### src/design/dsps_pkg.sv
// dsps_pkg: constants for the per-channel sync select and power readback slice
package dsps_pkg;

  // ***********************************************
  // bus and page layout
  // ***********************************************
  localparam int unsigned AW        = 18;       // byte address width
  localparam int unsigned CHAN_W    = 3;        // channel number width
  localparam logic [CHAN_W-1:0] CHAN_DEFAULT = 3'h0;
  // page digit is 2*channel+1; config page low nibble 0, results page 2
  localparam logic [3:0] PAGE_CFG_LO = 4'h0;
  localparam logic [3:0] PAGE_RES_LO = 4'h2;
  localparam int unsigned PAGE_LSB  = 8;        // index bits [15:8] hold page
  localparam int unsigned IDX_W     = 8;        // in-page index width

  // register indices (byte address is four times the page index)
  localparam logic [IDX_W-1:0] IDX_SYNC_SEL = 8'h1D;
  localparam logic [IDX_W-1:0] IDX_CHKSUM   = 8'h00;
  localparam logic [IDX_W-1:0] IDX_PA_LO    = 8'h01;
  localparam logic [IDX_W-1:0] IDX_PA_MID   = 8'h02;
  localparam logic [IDX_W-1:0] IDX_PA_UP    = 8'h03;
  localparam logic [IDX_W-1:0] IDX_PB_LO    = 8'h04;
  localparam logic [IDX_W-1:0] IDX_PB_MID   = 8'h05;
  localparam logic [IDX_W-1:0] IDX_PB_UP    = 8'h06;
  localparam logic [IDX_W-1:0] IDX_PAB_TOP  = 8'h07;

  // ***********************************************
  // sync select field layout
  // ***********************************************
  localparam int unsigned SEL_W       = 3;
  localparam int unsigned NCO_LSB     = 12;
  localparam int unsigned DITHER_LSB  = 8;
  localparam int unsigned FREQ_LSB    = 4;
  localparam int unsigned PHASE_LSB   = 0;
  localparam logic [15:0] SYNC_SEL_RST  = 16'h0000;
  localparam logic [15:0] SYNC_SEL_MASK = 16'h7777;

  // sync source encodings
  localparam logic [SEL_W-1:0] SRC_EXT_D    = 3'h3;
  localparam logic [SEL_W-1:0] SRC_COUNTER  = 3'h4;
  localparam logic [SEL_W-1:0] SRC_ONESHOT  = 3'h5;
  localparam logic [SEL_W-1:0] SRC_ZERO     = 3'h6;
  localparam logic [SEL_W-1:0] SRC_ONE      = 3'h7;

  // ***********************************************
  // power result layout
  // ***********************************************
  localparam int unsigned PWR_W     = 55;
  localparam int unsigned WORD_W    = 16;
  localparam int unsigned TOP_W     = 7;
  localparam int unsigned TOPA_LSB  = 9;
  localparam int unsigned TOPB_LSB  = 1;
  localparam logic [15:0] RES_RST   = 16'h0000;

  // axi responses
  localparam logic [1:0] RESP_OKAY   = 2'h0;
  localparam logic [1:0] RESP_SLVERR = 2'h2;

  // slave state
  typedef enum logic [1:0] {
    DSPS_IDLE = 2'b00,
    DSPS_WRSP = 2'b01,
    DSPS_RRSP = 2'b11
  } dsps_state_e;

endpackage : dsps_pkg

### src/design/dsps_sync_if.sv
// dsps_sync_if: carries one selector and the sync sources to its decoder
`timescale 1ns/10ps
`default_nettype none
interface dsps_sync_if;
  import dsps_pkg::*;
  logic [SEL_W-1:0] sel;        // selector code
  logic [3:0]       ext_sync;   // external syncs a..d
  logic             cnt_sync;   // channel sync counter
  logic             one_shot;   // write triggered pulse
  logic             event_out;  // single-cycle event
  modport ctrl (output sel, ext_sync, cnt_sync, one_shot, input event_out);
  modport dec  (input sel, ext_sync, cnt_sync, one_shot, output event_out);
endinterface : dsps_sync_if
`default_nettype wire

### src/design/dsps_sync_decode.sv
// dsps_sync_decode: decodes one sync selector into a single-cycle event
`timescale 1ns/10ps
`default_nettype none
module dsps_sync_decode
  import dsps_pkg::*;
(
  input  wire logic clk_sys_in,  // system clock
  input  wire logic arst_n_in,   // async reset, active low
  dsps_sync_if.dec  sif          // selector and sources
);

  logic level_next;
  logic level_reg;
  logic prev_reg;
  logic prev_next;

  // choose the sync source level
  always_comb begin
    unique case (sif.sel)
      SRC_COUNTER: level_next = sif.cnt_sync;
      SRC_ONESHOT: level_next = sif.one_shot;
      SRC_ZERO:    level_next = 1'b0;
      SRC_ONE:     level_next = 1'b1;
      default:     level_next = sif.ext_sync[sif.sel[1:0]];
    endcase
    prev_next = level_reg;
  end

  // register level so a held source yields one event, not many
  always_ff @(posedge clk_sys_in or negedge arst_n_in) begin
    if (!arst_n_in) begin
      level_reg <= 1'b0;
      prev_reg  <= 1'b0;
    end else begin
      level_reg <= level_next;
      prev_reg  <= prev_next;
    end
  end

  // rising edge gives a one-cycle event; constant one fires once
  assign sif.event_out = level_reg & ~prev_reg;

endmodule : dsps_sync_decode
`default_nettype wire

### src/design/dsps_regs.sv
// dsps_regs: sync select register and power readback over axi4-lite
//
// The AXI4-Lite slave port was chosen for this implementation.
`timescale 1ns/10ps
`default_nettype none
// Contract
// field selects sync source for phase accumulator reset, bits 14:12.
// field selects sync source for dither generator reset, bits 10:8.
// field selects sync source loading frequency register, bits 6:4.
// field selects sync source loading phase offset register, bits 2:0.
// checksum read only at results index 0x00, zero after reset; the code passes checksum_in through live and does not reset it.
// power A bits 15:0 at results index 0x01.
// power A bits 31:16 at results index 0x02.
// power A bits 47:32 at results index 0x03.
// power B bits 15:0 at results index 0x04.
// power B bits 31:16 at results index 0x05.
// power B bits 47:32 at results index 0x06.
// each channel has own copy; page digit is twice channel plus one.
// codes 0-3 external syncs, 4 counter, 5 one-shot, 6 zero, 7 one.
// power is 55 bits; top 7 bits of each stream at index 0x07.
// selected sync is one-cycle event; writes to results are ignored.
module dsps_regs
  import dsps_pkg::*;
#(
  parameter logic [CHAN_W-1:0] CHANNEL = CHAN_DEFAULT  // channel number
) (
  input  wire logic              clk_sys_in,     // system clock
  input  wire logic              arst_n_in,      // async reset, active low
  input  wire logic [AW-1:0]     s_axi_awaddr,   // write address
  input  wire logic              s_axi_awvalid,  // write address valid
  output logic                   s_axi_awready,  // write address ready
  input  wire logic [31:0]       s_axi_wdata,    // write data
  input  wire logic [3:0]        s_axi_wstrb,    // write strobes
  input  wire logic              s_axi_wvalid,   // write data valid
  output logic                   s_axi_wready,   // write data ready
  output logic [1:0]             s_axi_bresp,    // write response
  output logic                   s_axi_bvalid,   // write response valid
  input  wire logic              s_axi_bready,   // write response ready
  input  wire logic [AW-1:0]     s_axi_araddr,   // read address
  input  wire logic              s_axi_arvalid,  // read address valid
  output logic                   s_axi_arready,  // read address ready
  output logic [31:0]            s_axi_rdata,    // read data
  output logic [1:0]             s_axi_rresp,    // read response
  output logic                   s_axi_rvalid,   // read data valid
  input  wire logic              s_axi_rready,   // read data ready
  input  wire logic [3:0]        ext_sync_in,    // external syncs a..d
  input  wire logic              sync_count_in,  // channel sync counter
  input  wire logic [WORD_W-1:0] checksum_in,    // self-test checksum
  input  wire logic [PWR_W-1:0]  power_a_in,     // stream A power
  input  wire logic [PWR_W-1:0]  power_b_in,     // stream B power
  output logic                   acc_reset_out,  // phase accumulator reset
  output logic                   dither_rst_out, // dither generator reset
  output logic                   freq_load_out,  // frequency register load
  output logic                   phase_load_out  // phase offset load
);

  // ***********************************************
  // page decode
  // ***********************************************
  // page digit is 2*channel+1 in the high nibble of the page byte
  localparam logic [3:0] PAGE_DIGIT = 4'({CHANNEL, 1'b1});
  localparam logic [7:0] PAGE_CFG   = {PAGE_DIGIT, PAGE_CFG_LO};
  localparam logic [7:0] PAGE_RES   = {PAGE_DIGIT, PAGE_RES_LO};
  localparam int unsigned NSYNC     = 4;

  dsps_state_e      state_reg;
  dsps_state_e      state_next;
  logic [AW-1:0]    awaddr_reg;
  logic [AW-1:0]    awaddr_next;
  logic             aw_got_reg;
  logic             aw_got_next;
  logic [31:0]      wdata_reg;
  logic [31:0]      wdata_next;
  logic [3:0]       wstrb_reg;
  logic [3:0]       wstrb_next;
  logic             w_got_reg;
  logic             w_got_next;
  logic [1:0]       bresp_reg;
  logic [1:0]       bresp_next;
  logic [31:0]      rdata_reg;
  logic [31:0]      rdata_next;
  logic [1:0]       rresp_reg;
  logic [1:0]       rresp_next;
  logic [15:0]      sync_sel_reg;
  logic [15:0]      sync_sel_next;
  logic             shot_reg;
  logic             shot_next;
  logic [WORD_W-1:0] res_rd;
  logic             res_hit;

  // split a byte address into page and index
  function automatic logic [15:0] page_index(input logic [AW-1:0] a);
    logic [15:0] w;
    w = 16'(a >> 2);
    return w;
  endfunction : page_index

  // ***********************************************
  // write channel and register update
  // ***********************************************
  // aw and w accepted in either order, held until both are in
  always_comb begin
    logic [15:0] pi;
    logic [15:0] wv;
    pi            = page_index(awaddr_reg);
    wv            = sync_sel_reg;
    state_next    = state_reg;
    awaddr_next   = awaddr_reg;
    aw_got_next   = aw_got_reg;
    wdata_next    = wdata_reg;
    wstrb_next    = wstrb_reg;
    w_got_next    = w_got_reg;
    bresp_next    = bresp_reg;
    rdata_next    = rdata_reg;
    rresp_next    = rresp_reg;
    sync_sel_next = sync_sel_reg;
    shot_next     = 1'b0;
    case (state_reg)
      DSPS_IDLE: begin
        if (s_axi_awvalid && !aw_got_reg) begin
          awaddr_next = s_axi_awaddr;
          aw_got_next = 1'b1;
        end
        if (s_axi_wvalid && !w_got_reg) begin
          wdata_next = s_axi_wdata;
          wstrb_next = s_axi_wstrb;
          w_got_next = 1'b1;
        end
        if (aw_got_reg && w_got_reg) begin
          aw_got_next = 1'b0;
          w_got_next  = 1'b0;
          state_next  = DSPS_WRSP;
          bresp_next  = RESP_SLVERR;
          if (pi[15:PAGE_LSB] == PAGE_CFG && pi[IDX_W-1:0] == IDX_SYNC_SEL) begin
            if (wstrb_reg[0]) wv[7:0]  = wdata_reg[7:0];
            if (wstrb_reg[1]) wv[15:8] = wdata_reg[15:8];
            sync_sel_next = wv & SYNC_SEL_MASK;
            shot_next     = 1'b1;   // any write here fires the one-shot
            bresp_next    = RESP_OKAY;
          end else if (pi[15:PAGE_LSB] == PAGE_RES && pi[IDX_W-1:0] <= IDX_PAB_TOP) begin
            bresp_next = RESP_OKAY;
          end
        end else if (s_axi_arvalid && !aw_got_reg && !w_got_reg) begin
          // reads wait while a write is half taken, so order is kept
          state_next = DSPS_RRSP;
          pi         = page_index(s_axi_araddr);
          rdata_next = 32'h0000_0000;
          rresp_next = RESP_SLVERR;
          if (pi[15:PAGE_LSB] == PAGE_CFG && pi[IDX_W-1:0] == IDX_SYNC_SEL) begin
            rdata_next = {16'h0000, sync_sel_reg};
            rresp_next = RESP_OKAY;
          end else if (pi[15:PAGE_LSB] == PAGE_RES && res_hit) begin
            rdata_next = {16'h0000, res_rd};
            rresp_next = RESP_OKAY;
          end
        end
      end
      DSPS_WRSP: begin
        if (s_axi_bready) state_next = DSPS_IDLE;
      end
      DSPS_RRSP: begin
        if (s_axi_rready) state_next = DSPS_IDLE;
      end
      default: state_next = DSPS_IDLE;
    endcase
  end

  // ***********************************************
  // result read mux
  // ***********************************************
  // results read live; the datapath holds them stable between updates
  always_comb begin
    logic [7:0] ri;
    ri      = IDX_W'(page_index(s_axi_araddr));
    res_hit = 1'b1;
    res_rd  = RES_RST;
    case (ri)
      IDX_CHKSUM: res_rd = checksum_in;
      IDX_PA_LO:  res_rd = power_a_in[15:0];
      IDX_PA_MID: res_rd = power_a_in[31:16];
      IDX_PA_UP:  res_rd = power_a_in[47:32];
      IDX_PB_LO:  res_rd = power_b_in[15:0];
      IDX_PB_MID: res_rd = power_b_in[31:16];
      IDX_PB_UP:  res_rd = power_b_in[47:32];
      IDX_PAB_TOP: begin
        res_rd[TOPA_LSB +: TOP_W] = power_a_in[PWR_W-1 -: TOP_W];
        res_rd[TOPB_LSB +: TOP_W] = power_b_in[PWR_W-1 -: TOP_W];
      end
      default: res_hit = 1'b0;
    endcase
  end

  // state registers only
  always_ff @(posedge clk_sys_in or negedge arst_n_in) begin
    if (!arst_n_in) begin
      state_reg    <= DSPS_IDLE;
      awaddr_reg   <= '0;
      aw_got_reg   <= 1'b0;
      wdata_reg    <= 32'h0000_0000;
      wstrb_reg    <= 4'h0;
      w_got_reg    <= 1'b0;
      bresp_reg    <= RESP_OKAY;
      rdata_reg    <= 32'h0000_0000;
      rresp_reg    <= RESP_OKAY;
      sync_sel_reg <= SYNC_SEL_RST;
      shot_reg     <= 1'b0;
    end else begin
      state_reg    <= state_next;
      awaddr_reg   <= awaddr_next;
      aw_got_reg   <= aw_got_next;
      wdata_reg    <= wdata_next;
      wstrb_reg    <= wstrb_next;
      w_got_reg    <= w_got_next;
      bresp_reg    <= bresp_next;
      rdata_reg    <= rdata_next;
      rresp_reg    <= rresp_next;
      sync_sel_reg <= sync_sel_next;
      shot_reg     <= shot_next;
    end
  end

  // handshake outputs
  assign s_axi_awready = (state_reg == DSPS_IDLE) && !aw_got_reg;
  assign s_axi_wready  = (state_reg == DSPS_IDLE) && !w_got_reg;
  assign s_axi_arready = (state_reg == DSPS_IDLE) && !aw_got_reg
                         && !w_got_reg;
  assign s_axi_bvalid  = (state_reg == DSPS_WRSP);
  assign s_axi_bresp   = bresp_reg;
  assign s_axi_rvalid  = (state_reg == DSPS_RRSP);
  assign s_axi_rdata   = rdata_reg;
  assign s_axi_rresp   = rresp_reg;

  // ***********************************************
  // sync decoders
  // ***********************************************
  logic [NSYNC-1:0] evt;
  localparam int unsigned LSBS [NSYNC] = '{NCO_LSB, DITHER_LSB,
                                           FREQ_LSB, PHASE_LSB};

  for (genvar g = 0; g < NSYNC; g++) begin : g_sync
    dsps_sync_if sif ();
    assign sif.sel      = sync_sel_reg[LSBS[g] +: SEL_W];
    assign sif.ext_sync = ext_sync_in;
    assign sif.cnt_sync = sync_count_in;
    assign sif.one_shot = shot_reg;
    assign evt[g]       = sif.event_out;
    dsps_sync_decode u_dec (
      .clk_sys_in (clk_sys_in),
      .arst_n_in  (arst_n_in),
      .sif        (sif)
    );
  end

  assign acc_reset_out  = evt[0];
  assign dither_rst_out = evt[1];
  assign freq_load_out  = evt[2];
  assign phase_load_out = evt[3];

endmodule : dsps_regs
`default_nettype wire

### config.mk
export PLATFORM = sky130hd
export DESIGN_NAME = dsps_regs
export DESIGN_NICKNAME = d
export VERILOG_FILES = /design/src/design/dsps_pkg.sv /design/src/design/dsps_sync_if.sv /design/src/design/dsps_sync_decode.sv /design/src/design/dsps_regs.sv
export SDC_FILE = /design/constraint.sdc
export NUM_CORES = 1
export LEC_CHECK = 0
export BUFFER_PORTS_ARGS = -buffer_cell sky130_fd_sc_hd__buf_2
export CAP_MARGIN = 20
export CORE_MARGIN = 2
export CORE_UTILIZATION = 48
export DETAILED_ROUTE_END_ITERATION = 6
export PLACE_DENSITY = 0.87
export SLEW_MARGIN = 20
export SYNTH_ARGS = -nofsm -noshare
export SYNTH_HDL_FRONTEND = slang
export SYNTH_HIERARCHICAL = 1
export SYNTH_SLANG_ARGS = --single-unit
export TNS_END_PERCENT = 1
### constraint.sdc
create_clock -name clk_sys_in -period 3.6 [get_ports clk_sys_in]
set_clock_uncertainty 0.05 [all_clocks]
set_input_delay 0.54 -clock clk_sys_in [delete_from_list [all_inputs] [get_ports clk_sys_in]]
set_output_delay 0.54 -clock clk_sys_in [all_outputs]
set_load 0.05 [all_outputs]
# Word-level counts from Yosys, hierarchy flattened
# Index checks and enable logic that the tools add are counted.
dict set report word_totals {
  output_inout_bits 45
  word_cells 131
  regBits 96
}
dict set report op_classes {
  magnitude_cmp 5
  bitwise 9
  mux 35
  n_eq_ne 34
  n_reduce_logical 28
}
# op count
set op_table {}
lappend op_table {{7-bit case mux with 8 select lines} 2}
lappend op_table {{3-bit == test (second input constant)} 16}
lappend op_table {{8-bit by 5-bit == test with 1-bit output (second input constant)} 6}
lappend op_table {{8-bit by 3-bit == test with 1-bit output (second input constant)} 4}
lappend op_table {{16-bit 2-to-1 mux} 2}
lappend op_table {{8-bit by 2-bit == test with 1-bit output (second input constant)} 2}
lappend op_table {{2-bit 2-to-1 mux} 8}
lappend op_table {{1-bit case mux with 4 select lines} 4}
lappend op_table {{1-bit case mux with 7 select lines} 2}
lappend op_table {{1-bit logical AND} 12}
lappend op_table {{2-bit by 3-bit < comparator with 1-bit output (second input constant)} 4}
lappend op_table {{1-bit 2-to-1 mux} 12}
lappend op_table {{2-bit AND reduction} 5}
lappend op_table {{1-bit binary-select mux with 2-bit select} 4}
lappend op_table {{8-bit by 1-bit == test with 1-bit output (second input constant)} 1}
lappend op_table {{8-bit by 3-bit <= comparator with 1-bit output (second input constant)} 1}
lappend op_table {{8-bit zero test} 1}
lappend op_table {{4-bit AND reduction} 2}
lappend op_table {{8-bit OR reduction} 1}
lappend op_table {{2-bit case mux with 3 select lines} 1}
lappend op_table {{3-bit AND reduction} 2}
lappend op_table {{1-bit inverter} 5}
lappend op_table {{1-bit bitwise AND} 4}
lappend op_table {{2-bit by 1-bit != test with 1-bit output (second input constant)} 2}
lappend op_table {{other kinds (6)} 8}

# Logic depth before layout (Yosys ltp)
# Gate-level depths: netlist (run 1).
dict set report depth {
  word_depth 6
  mapped_depth 7
  mapped_depth_nobuf 4
}

# Modules after synthesis
# The synthesis (run 1) kept the hierarchy.
# mod seq_area_each_um2 instances cells_per_inst area_per_inst_um2
set modules_own_cells {}
lappend modules_own_cells {dsps_regs 1626.6 1 361 3966.3}
lappend modules_own_cells {dsps_sync_decode 50.0 4 9 107.6}

# Worst setup path after synthesis (run 1)
# OpenSTA, ideal clock, no wires.
dict set report synth_path {
  path_type {register to register}
  from {register state_reg[0]}
  to {register wdata_reg[10]}
  required_ps 3425
  slack_ps 831
  arrival_ps 2594
  setup_time_ps 125
  stages_incl_launch_ff 6
  period_less_slack_ps 2769
  path_cell_list {dfrtp_1 -> nor3_1 -> and2_1 -> clkbuf_1 -> buf_2 -> mux2_2}
}
dict set report synth_via {
  elab_chain_len 2
}
# item line
set synth_lines {}
lappend synth_lines {{start, declared} dsps_regs.sv:66} ;# dsps_state_e state_reg;
lappend synth_lines {{start signal, assigned} dsps_regs.sv:208} ;# state_reg <= state_next;
lappend synth_lines {{2-bit zero test} dsps_regs.sv:118} ;# case (state_reg)
lappend synth_lines {{2-bit AND reduction (no line)} n/a}
lappend synth_lines {{end signal, assigned} dsps_regs.sv:211} ;# wdata_reg <= wdata_next;
lappend synth_lines {{end, declared} dsps_regs.sv:72} ;# logic [31:0] wdata_reg;
# No other way between the ends.
# A chain may end at the register's enable or synchronous reset.

# Worst setup path after layout (run 1)
dict set report layout_path {
  from {input port s_axi_araddr[3]}
  to {register rdata_reg[0] (netlist: s_axi_rdata[0])}
}
dict set report layout_via {
  elab_chain_len 6
  elab_cells_between_ends 16
}
# item line
set layout_lines {}
lappend layout_lines {{start, declared} dsps_regs.sv:39} ;# input wire logic [AW-1:0] s_axi_araddr,
lappend layout_lines {{8-bit by 3-bit == test with 1-bit output, or another cell as far along} dsps_regs.sv:177} ;# case (ri)
lappend layout_lines {{8-bit OR reduction (no line)} n/a}
lappend layout_lines {{1-bit 2-to-1 mux} dsps_regs.sv:177}
lappend layout_lines {{1-bit logical AND} dsps_regs.sv:152} ;# end else if (pi[15:PAGE_LSB] == PAGE_RES && res_hit) begin
lappend layout_lines {{16-bit 2-to-1 mux} dsps_regs.sv:152}
lappend layout_lines {{16-bit 2-to-1 mux *} dsps_regs.sv:149} ;# if (pi[15:PAGE_LSB] == PAGE_CFG && pi[IDX_W-1:0] == IDX_SYNC_SEL) begin
lappend layout_lines {{end signal, assigned} dsps_regs.sv:215} ;# rdata_reg <= rdata_next;
lappend layout_lines {{end, declared} dsps_regs.sv:80} ;# logic [31:0] rdata_reg;
# Every way passes the cells marked *; elsewhere a longest branch is shown, timed or not.

==> results.cfg, run 1 <==
[floorplan]
fp.dieH_um = 99.7
core_mm2 = 0.00881
num_io_pins = 255
start_util_pct = 49.9
rows = 34
die-width_um = 99.7
dieArea_mm2 = 0.00994

[cells_and_area]
stdcell_count = 710
syn_to_final_growth_pct = 29.9
n_fill_cell = 725
drive_gt1_share_pct = 50.3
n_antenna_cell = 0
fin_nets = 807

[global_route]
grt_pass1_wl_um = 20200
grt_pass1_vias = 4244
grt_max_degree = 51
grt_overflow = 0
grt_usage_pct = 25.6
antenna_found_initial = 0

[synth]
synth_cell_types = 56
yosysWarnings = 6
synthArstFlopShare_pct = 100
synth_flop_cell = dfrtp_1
synth.largest_area_cell = dfrtp_1
yosysTopAreaCellShare_pct = 41.5
postSynthCellCount = 397
synthTopCellsByArea = dfrtp_1 42%, mux2_2 15%, mux4_2 5.1%, mux2i_1 4.3%, buf_4 3.1%
yosysSeqAreaShare_pct = 41.5
syn_area_mm2 = 0.00440
postSynthAreaPerCell_um2 = 11.1
yosys_register_bits = 73
synth_edf_count = 0

[power_and_ir_drop]
p_leak_nw = 2.83
pwr_density_cell_mw_per_mm2 = 509
vdd_ir_drop_max_v = 0.000657

[cts]
cts_tree = done
cts_sinks = 73
cts_buffers = 9
clk_transition_reported_paths_ns = 0.08
ctsHtreeMaxLevel = 3
cts.repair.resized = 0
post-cts-setup-buffers = 0
cts_root_buf = clkbuf_8
clockBufferDepth = 2
holdBufCountCts = 0
clk_latency_ns = 0.35

[routing]
post-route-drc-count = 0
drt-initial-drc-count = 191
vias_per_cell = 5.65
drt_pre_antenna_iters = 4
ant_nets = 0
wirelength_um = 12800
vias = 4015
wl_per_cell_um = 18.0

[setup_path]
worstSetupStartpointType = input pin
arrival_ns = 2.44
setup.worst_path.end_class = flip-flop
cp_top_family = buffers and inverters
critical_path_class = input pin to flip-flop
crit_buf_inv = 2
path_cells = buf_2, buf_4, mux2_2, a221oi_1, o21bai_1, o31ai_1
required_ns = 3.77
crit_fanout = 44
critical-path-slowest-cell = buf_2
max_stage_delay_ns = 0.69

[timing]
worstMarginPinSlew_ns = 0.916
hold_viol = 0
report.final.slew_viol_count = 0
maxSlewHeadroom_pct = 38.9
min_period_ns = 2.28
rsz0062_at_grt = false
period_share_pct = 63.3
setup_viol = 0
setup_tns_ns = 0
fmax_mhz = 439
setup_slack_ns = 1.32

[flow_run]
maxCapViolations = 0

[place]
gp_congestion = 0.908
dp.cells = 694
dp_hpwl_um = 10200
io_buffers = 210
pre_cts_ws_ns = 0.965

[worst_hold_path]
min_path_type = input pin to async pin

[run_status]
status = finished clean
synth_stat cells, drive strengths merged, types with 8 or more instances:
master   n
clkbuf  12
mux4    10
o21ai   22
nor2b   11
dfrtp   73
nand2   21
nand3   11
mux2i   19
buf     31
inv      8
mux2    57
a22oi    8
worst paths after layout:
check,depth (start not counted),start,to,slack (ns)
min in group clk_sys_in,0,g_sync[1].u_dec/level_reg,g_sync[1].u_dec/prev_reg,0.32
worst min register to register,0,g_sync[1].u_dec/level_reg,g_sync[1].u_dec/prev_reg,0.32
max in group asynchronous,2,arst_n_in,s_axi_rdata[8],2.35
worst max register to register,4,state_reg[1],s_axi_rdata[9],1.42
worst max-delay path,6,s_axi_araddr[3],s_axi_rdata[0],1.32
worst min-delay path,1,arst_n_in,awaddr_reg[17],0.12
layout make-up:
cell class	count	area [um2]	share of cell area [%]
inverters	9	33.8	0.592
repair buffers	215	1090	19.1
multi-input cells	289	2360	41.3
well taps	108	135	2.37
flip-flops and latches	73	1830	32.0
clock inverters	7	141	2.48
clock buffers	9	124	2.17
power by group:
group	total, mW	leakage [nW]	switching [mW]	internal, mW
clock network	0.840	0.130	0.309	0.531
logic	0.889	1.78	0.484	0.405
registers	1.18	0.925	0.145	1.03
layer usage:
metal  GRT usage, %  vias up  routed length, um
met3           6.47       28                852
met1           33.0     1926               5220
li1               -     1890                  -
met5              0        -                  0
met2           43.8      171               6520
met4           5.80        0                218
kinds of logic (layout without fill, tap and decap cells):
| kind of cell | count (synthesis) | after routing | synth area share, % |
|---|---|---|---|
| AO/OA/AOI/OAI | 95 | 95 | 16.6 |
| AND/OR/NAND/NOR | 90 | 90 | 11.4 |
| multiplexers | 86 | 86 | 24.0 |
| flip-flops | 73 | 73 | 41.5 |
| buffers and inverters | 52 | 240 | 6.35 |
| other | 1 | 18 | 0.0853 |
through the flow:
step	cell area, um2	hold slack [ns]	power, mW	utilization [%]
floorplan	4460	0.194	1.82	-
global placement	5450	0.306	2.02	61.8
detailed placement	5450	0.309	2.08	61.8
CTS	5710	0.125	2.93	64.8
global route	5710	0.122	3.07	64.8
finish	5710	0.116	2.91	64.8
cell usage in the layout, fill, tap and decap left out, types with 3 or more instances in the layout:
cell type and count:
a22oi_1 8, a32o_1 6, a211oi_1 3, o21ai_0 18, a21o_1 3, nor2b_1 11, nand3_1 11, a311o_1 3
mux2i_1 19, and3_1 5, mux2_2 57, o211ai_1 3, or3_1 3, a221oi_1 7, buf_4 5, nor3b_1 4
nor2_1 6, buf_2 210, bufinv_16 4, o211a_1 3, mux4_2 10, a32oi_1 7, a221o_1 4, nor4_1 6
o21a_1 5, conb_1 18, a22o_1 3, o21bai_1 3, nor3_1 6, inv_1 8, and2_1 3, dfrtp_1 73
nand4_1 3, o21ai_1 4, nand2_1 21, clkbuf_8 9, a21boi_0 4
Note: power is estimated with default switching activity, not from simulation.
==> run 2, diff against run 1 <==
--- a/config.mk
+++ b/config.mk
@@ -8,9 +8,9 @@
 export BUFFER_PORTS_ARGS = -buffer_cell sky130_fd_sc_hd__buf_2
 export CAP_MARGIN = 20
 export CORE_MARGIN = 2
-export CORE_UTILIZATION = 48
+export CORE_UTILIZATION = 45
 export DETAILED_ROUTE_END_ITERATION = 6
-export PLACE_DENSITY = 0.87
+export PLACE_DENSITY = 0.82
 export SLEW_MARGIN = 20
 export SYNTH_ARGS = -nofsm -noshare
 export SYNTH_HDL_FRONTEND = slang
==> constraint.sdc (replaced) <==
create_clock -name clk_sys_in -period 2.39 [get_ports clk_sys_in]
set_clock_uncertainty 0.05 [all_clocks]
set_input_delay 0.3585 -clock clk_sys_in [delete_from_list [all_inputs] [get_ports clk_sys_in]]
set_output_delay 0.3585 -clock clk_sys_in [all_outputs]
set_load 0.05 [all_outputs]
==> results.cfg, run 2 (same netlist as run 1, synthesis figures left out) <==
[run_status]
status = finished clean

[cts]
cts_buffers = 9
ctsHtreeMaxLevel = 3
cts_root_buf = clkbuf_8
holdBufCountCts = 0
cts.repair.resized = 0
post-cts-setup-buffers = 0
clk_transition_reported_paths_ns = 0.08
clockBufferDepth = 2
cts_sinks = 73
clk_latency_ns = 0.34
cts_tree = done

[cells_and_area]
syn_to_final_growth_pct = 30.0
layout_commonest_cell = buf_2
drive_gt1_share_pct = 51.0
final_cell_area_mm2 = 0.00572
layout_common_cells = 209 x buf_2, 73 x dfrtp_1, 57 x mux2_2
fin_nets = 815
final_core_util_pct = 59.3
n_antenna_cell = 0
stdcell_count = 743

[power_and_ir_drop]
seqPwrFrac_pct = 44.4
switching_share_pct = 35.1
p_comb_share_pct = 34.3
p_leak_nw = 2.83
pwr_density_cell_mw_per_mm2 = 693
vdd_ir_drop_max_v = 0.000687
finalPower_mw = 3.96
internal_power_mw = 2.57
pwr-share-clk_pct = 21.2
switching_power_mw = 1.39

[place]
placed_cell_area_mm2 = 0.00554
dp.cells = 727
dp_hpwl_um = 9750
io_buffers = 210
gp_congestion = 0.862
pre_cts_ws_ns = 0.249

[timing]
min_period_ns = 2.15
report.final.slew_viol_count = 0
hold_viol = 0
hold_ws_ns = 0.0869
maxSlewHeadroom_pct = 40.3
setup_tns_ns = 0
rsz0062_at_grt = false
setup_viol = 0
setup_slack_ns = 0.238
period_share_pct = 90.0
worstMarginPinSlew_ns = 0.896
fmax_mhz = 465

[global_route]
grt_usage_pct = 21.6
antenna_found_initial = 0
grt_pass1_wl_um = 17800
grt_pass1_vias = 3728
grt_overflow = 0
grt_max_degree = 74

[routing]
vias = 4085
vias_per_cell = 5.50
post-route-drc-count = 0
drt_pre_antenna_iters = 5
wirelength_um = 12200
wl_per_cell_um = 16.4
drt-initial-drc-count = 180
ant_nets = 0

[setup_path]
crit_fanout = 7
r2r_start = state_reg[1]
reg2reg_to = s_axi_rdata[9]
reg2regPathDepth = 4
worstSetupStartpointType = flip-flop
arrival_ns = 2.39
r2r_slack_ns = 0.24
critical_path_class = flip-flop to flip-flop
required_ns = 2.63
setup.worst_path.end_class = flip-flop

[floorplan]
start_util_pct = 45.6
fp.dieH_um = 103
core_mm2 = 0.00964
die-width_um = 103
num_io_pins = 255
dieArea_mm2 = 0.0106
rows = 36

[flow_run]
maxCapViolations = 0

[worst_hold_path]
min_path_type = input pin to async pin
## run 2: layout make-up
| type | instances | area [um2] |
|---|---|---|
| sequential | 73 | 1830 |
| fill | 856 | 3920 |
| clock buffer | 10 | 128 |
| multi-input combinational | 289 | 2370 |
| inverter | 9 | 33.8 |
| clock inverter | 6 | 43.8 |
| timing repair buffer | 223 | 1150 |
| tap | 133 | 166 |
## run 2: worst max path at each step
stage / depth (start not counted) / slack, ns / end / from
6_report: 4 / 0.24 / s_axi_rdata[9] / state_reg[1]
5_1_grt: 4 / 0.13 / s_axi_rdata[9] / state_reg[1]
4_1_cts: 4 / 0.25 / s_axi_rdata[9] / state_reg[1]
3_5_place_dp: 5 / 0.25 / s_axi_rdata[9] / s_axi_araddr[5]
3_3_place_gp: 5 / 0.29 / s_axi_rdata[9] / s_axi_araddr[5]
2_1_floorplan: 1 / -0.00003 / s_axi_arready / state_reg[1]
## run 2: worst max-delay path: stages (launching register included)
cell and delay (ns):
dfrtp_1 0.46, or3_4 0.45, or3_1 0.48, nor2_1 0.41
a311o_1 0.24
## run 2: metal layers
layer  global-route usage, %  vias up  part of all wire [%]
met2                    33.6      192                    49
met5                       0        -                     0
met3                    6.58       14                   7.3
met4                    4.05        0                  0.84
li1                        -     1905                     -
met1                    30.5     1974                    43
## run 2: power groups by stage
| stage | clock network (mW) | registers, mW | logic [mW] |
|---|---|---|---|
| after CTS | 0.865 | 1.76 | 1.37 |
| after global placement | 0 | 1.76 | 1.32 |
| after detailed placement | 0 | 1.79 | 1.37 |
| after global routing | 0.920 | 1.82 | 1.48 |
| after floorplan | 0 | 1.78 | 0.958 |
| final | 0.840 | 1.76 | 1.36 |
==> run 3, diff against run 2 <==
--- a/config.mk
+++ b/config.mk
@@ -5,7 +5,7 @@
 export SDC_FILE = /design/constraint.sdc
 export NUM_CORES = 1
 export LEC_CHECK = 0
-export BUFFER_PORTS_ARGS = -buffer_cell sky130_fd_sc_hd__buf_2
+export BUFFER_PORTS_ARGS = -buffer_cell sky130_fd_sc_hd__buf_4
 export CAP_MARGIN = 20
 export CORE_MARGIN = 2
 export CORE_UTILIZATION = 45
==> results.cfg, run 3 (same netlist as run 1, synthesis figures left out) <==
[global_route]
grt_pass1_vias = 3779
grt_usage_pct = 22.7
grt_max_degree = 74
grt_overflow = 0
grt_pass1_wl_um = 18400
antenna_found_initial = 0

[timing]
rsz0062_at_grt = false
report.final.slew_viol_count = 0
worstMarginPinSlew_ns = 0.892
min_period_ns = 2.14
hold_viol = 0
fmax_mhz = 467
setup_viol = 0
maxSlewHeadroom_pct = 40.5
period_share_pct = 89.5

[cells_and_area]
syn_to_final_growth_pct = 42.7
final_cell_area_mm2 = 0.00627
fin_nets = 811
layout_commonest_cell = buf_4
layout_common_cells = 219 x buf_4, 73 x dfrtp_1, 57 x mux2_2
n_antenna_cell = 0
drive_gt1_share_pct = 50.5

[power_and_ir_drop]
internal_power_mw = 3.00
finalPower_mw = 4.39
p_leak_nw = 3.01
vdd_ir_drop_max_v = 0.000806
seqPwrFrac_pct = 40.3
switching_power_mw = 1.39
pwr_density_cell_mw_per_mm2 = 699
p_comb_share_pct = 33.8
pwr-share-clk_pct = 25.9
switching_share_pct = 31.6

[setup_path]
worstSetupStartpointType = flip-flop
r2r_slack_ns = 0.25
max_stage_delay_ns = 0.48
cp-startpoint = state_reg[1]
arrival_ns = 2.38
critical_path_class = flip-flop to flip-flop
path_cells = or3_4, or3_1, nor2_1, a311o_1
setup.worst_path.end_class = flip-flop
required_ns = 2.63
crit_fanout = 7
r2r_start = state_reg[1]
critical-path-slowest-cell = or3_1

[routing]
ant_nets = 0
post-route-drc-count = 0
vias = 4035
wirelength_um = 12700
drt-initial-drc-count = 142
wl_per_cell_um = 17.1
vias_per_cell = 5.46
drt_pre_antenna_iters = 4

[cts]
cts_tree = done
clk_latency_ns = 0.34
cts_buffers = 9
post-cts-setup-buffers = 0
cts.repair.resized = 0
clk_transition_reported_paths_ns = 0.08
clockBufferDepth = 2
ctsHtreeMaxLevel = 3
cts_sinks = 73
holdBufCountCts = 0
cts_root_buf = clkbuf_8

[floorplan]
fp.dieH_um = 103
num_io_pins = 255
dieArea_mm2 = 0.0106
die-width_um = 103
start_util_pct = 45.6
rows = 36
core_mm2 = 0.00964

[place]
io_buffers = 210
placed_cell_area_mm2 = 0.00604
dp_hpwl_um = 10100
gp_congestion = 0.809

[flow_run]
maxCapViolations = 0

[run_status]
status = finished clean

[worst_hold_path]
min_path_type = input pin to async pin
==> run 3: routing by layer <==
metal	GRT usage, %	vias up	routed length [um]
met5	0	-	0
met4	5.87	0	212
met3	6.85	25	960
met2	35.9	180	6220
met1	30.9	1931	5280
li1	-	1899	-
==> run 3: layout make-up <==
| cell class | count | area, um2 |
|---|---|---|
| flip-flops and latches | 73 | 1830 |
| well taps | 133 | 166 |
| clock buffers | 11 | 131 |
| inverters | 9 | 33.8 |
| repair buffers | 219 | 1640 |
| clock inverters | 5 | 104 |
| fillers | 803 | 3370 |
| multi-input cells | 289 | 2370 |
==> run 3: worst paths after layout <==
path | to | cells past startpoint
worst max register to register | s_axi_rdata[9] | 4
worst max-delay path | s_axi_rdata[9] | 4
min in group clk_sys_in | state_reg[0] | 2
max in group asynchronous | s_axi_rdata[12] | 1
worst min-delay path | awaddr_reg[2] | 1
worst min register to register | g_sync[1].u_dec/prev_reg | 0
==> run 3: power by group through the flow <==
stage / sequential [mW] / clock, mW / combinational [mW]
CTS: 1.77 / 1.16 / 1.49
floorplan: 1.78 / 0 / 0.958
global route: 1.81 / 1.22 / 1.60
detailed placement: 1.79 / 0 / 1.49
finish: 1.77 / 1.14 / 1.48
global placement: 1.76 / 0 / 1.44
==> run 3: critical path, delay by kind of cell, from the launching register on <==
kind,cells,cell delay (ns)
DFF,1,0.46
AOI/OAI and AO/OA,1,0.24
and+or+nand+nor,3,1.34
==> run 3: per-stage QoR <==
step	instances	util [%]	hold WS, ns	worst slack [ns]	TNS (ns)
finish	739	65.1	0.0767	0.250	0
global route	739	65.1	0.149	0.141	0
CTS	739	65.1	0.117	0.261	0
detailed placement	723	62.6	0.315	0.249	0
global placement	723	62.6	0.306	0.285	0
floorplan	414	-	0.0129	-0.0000306	-0.0000306
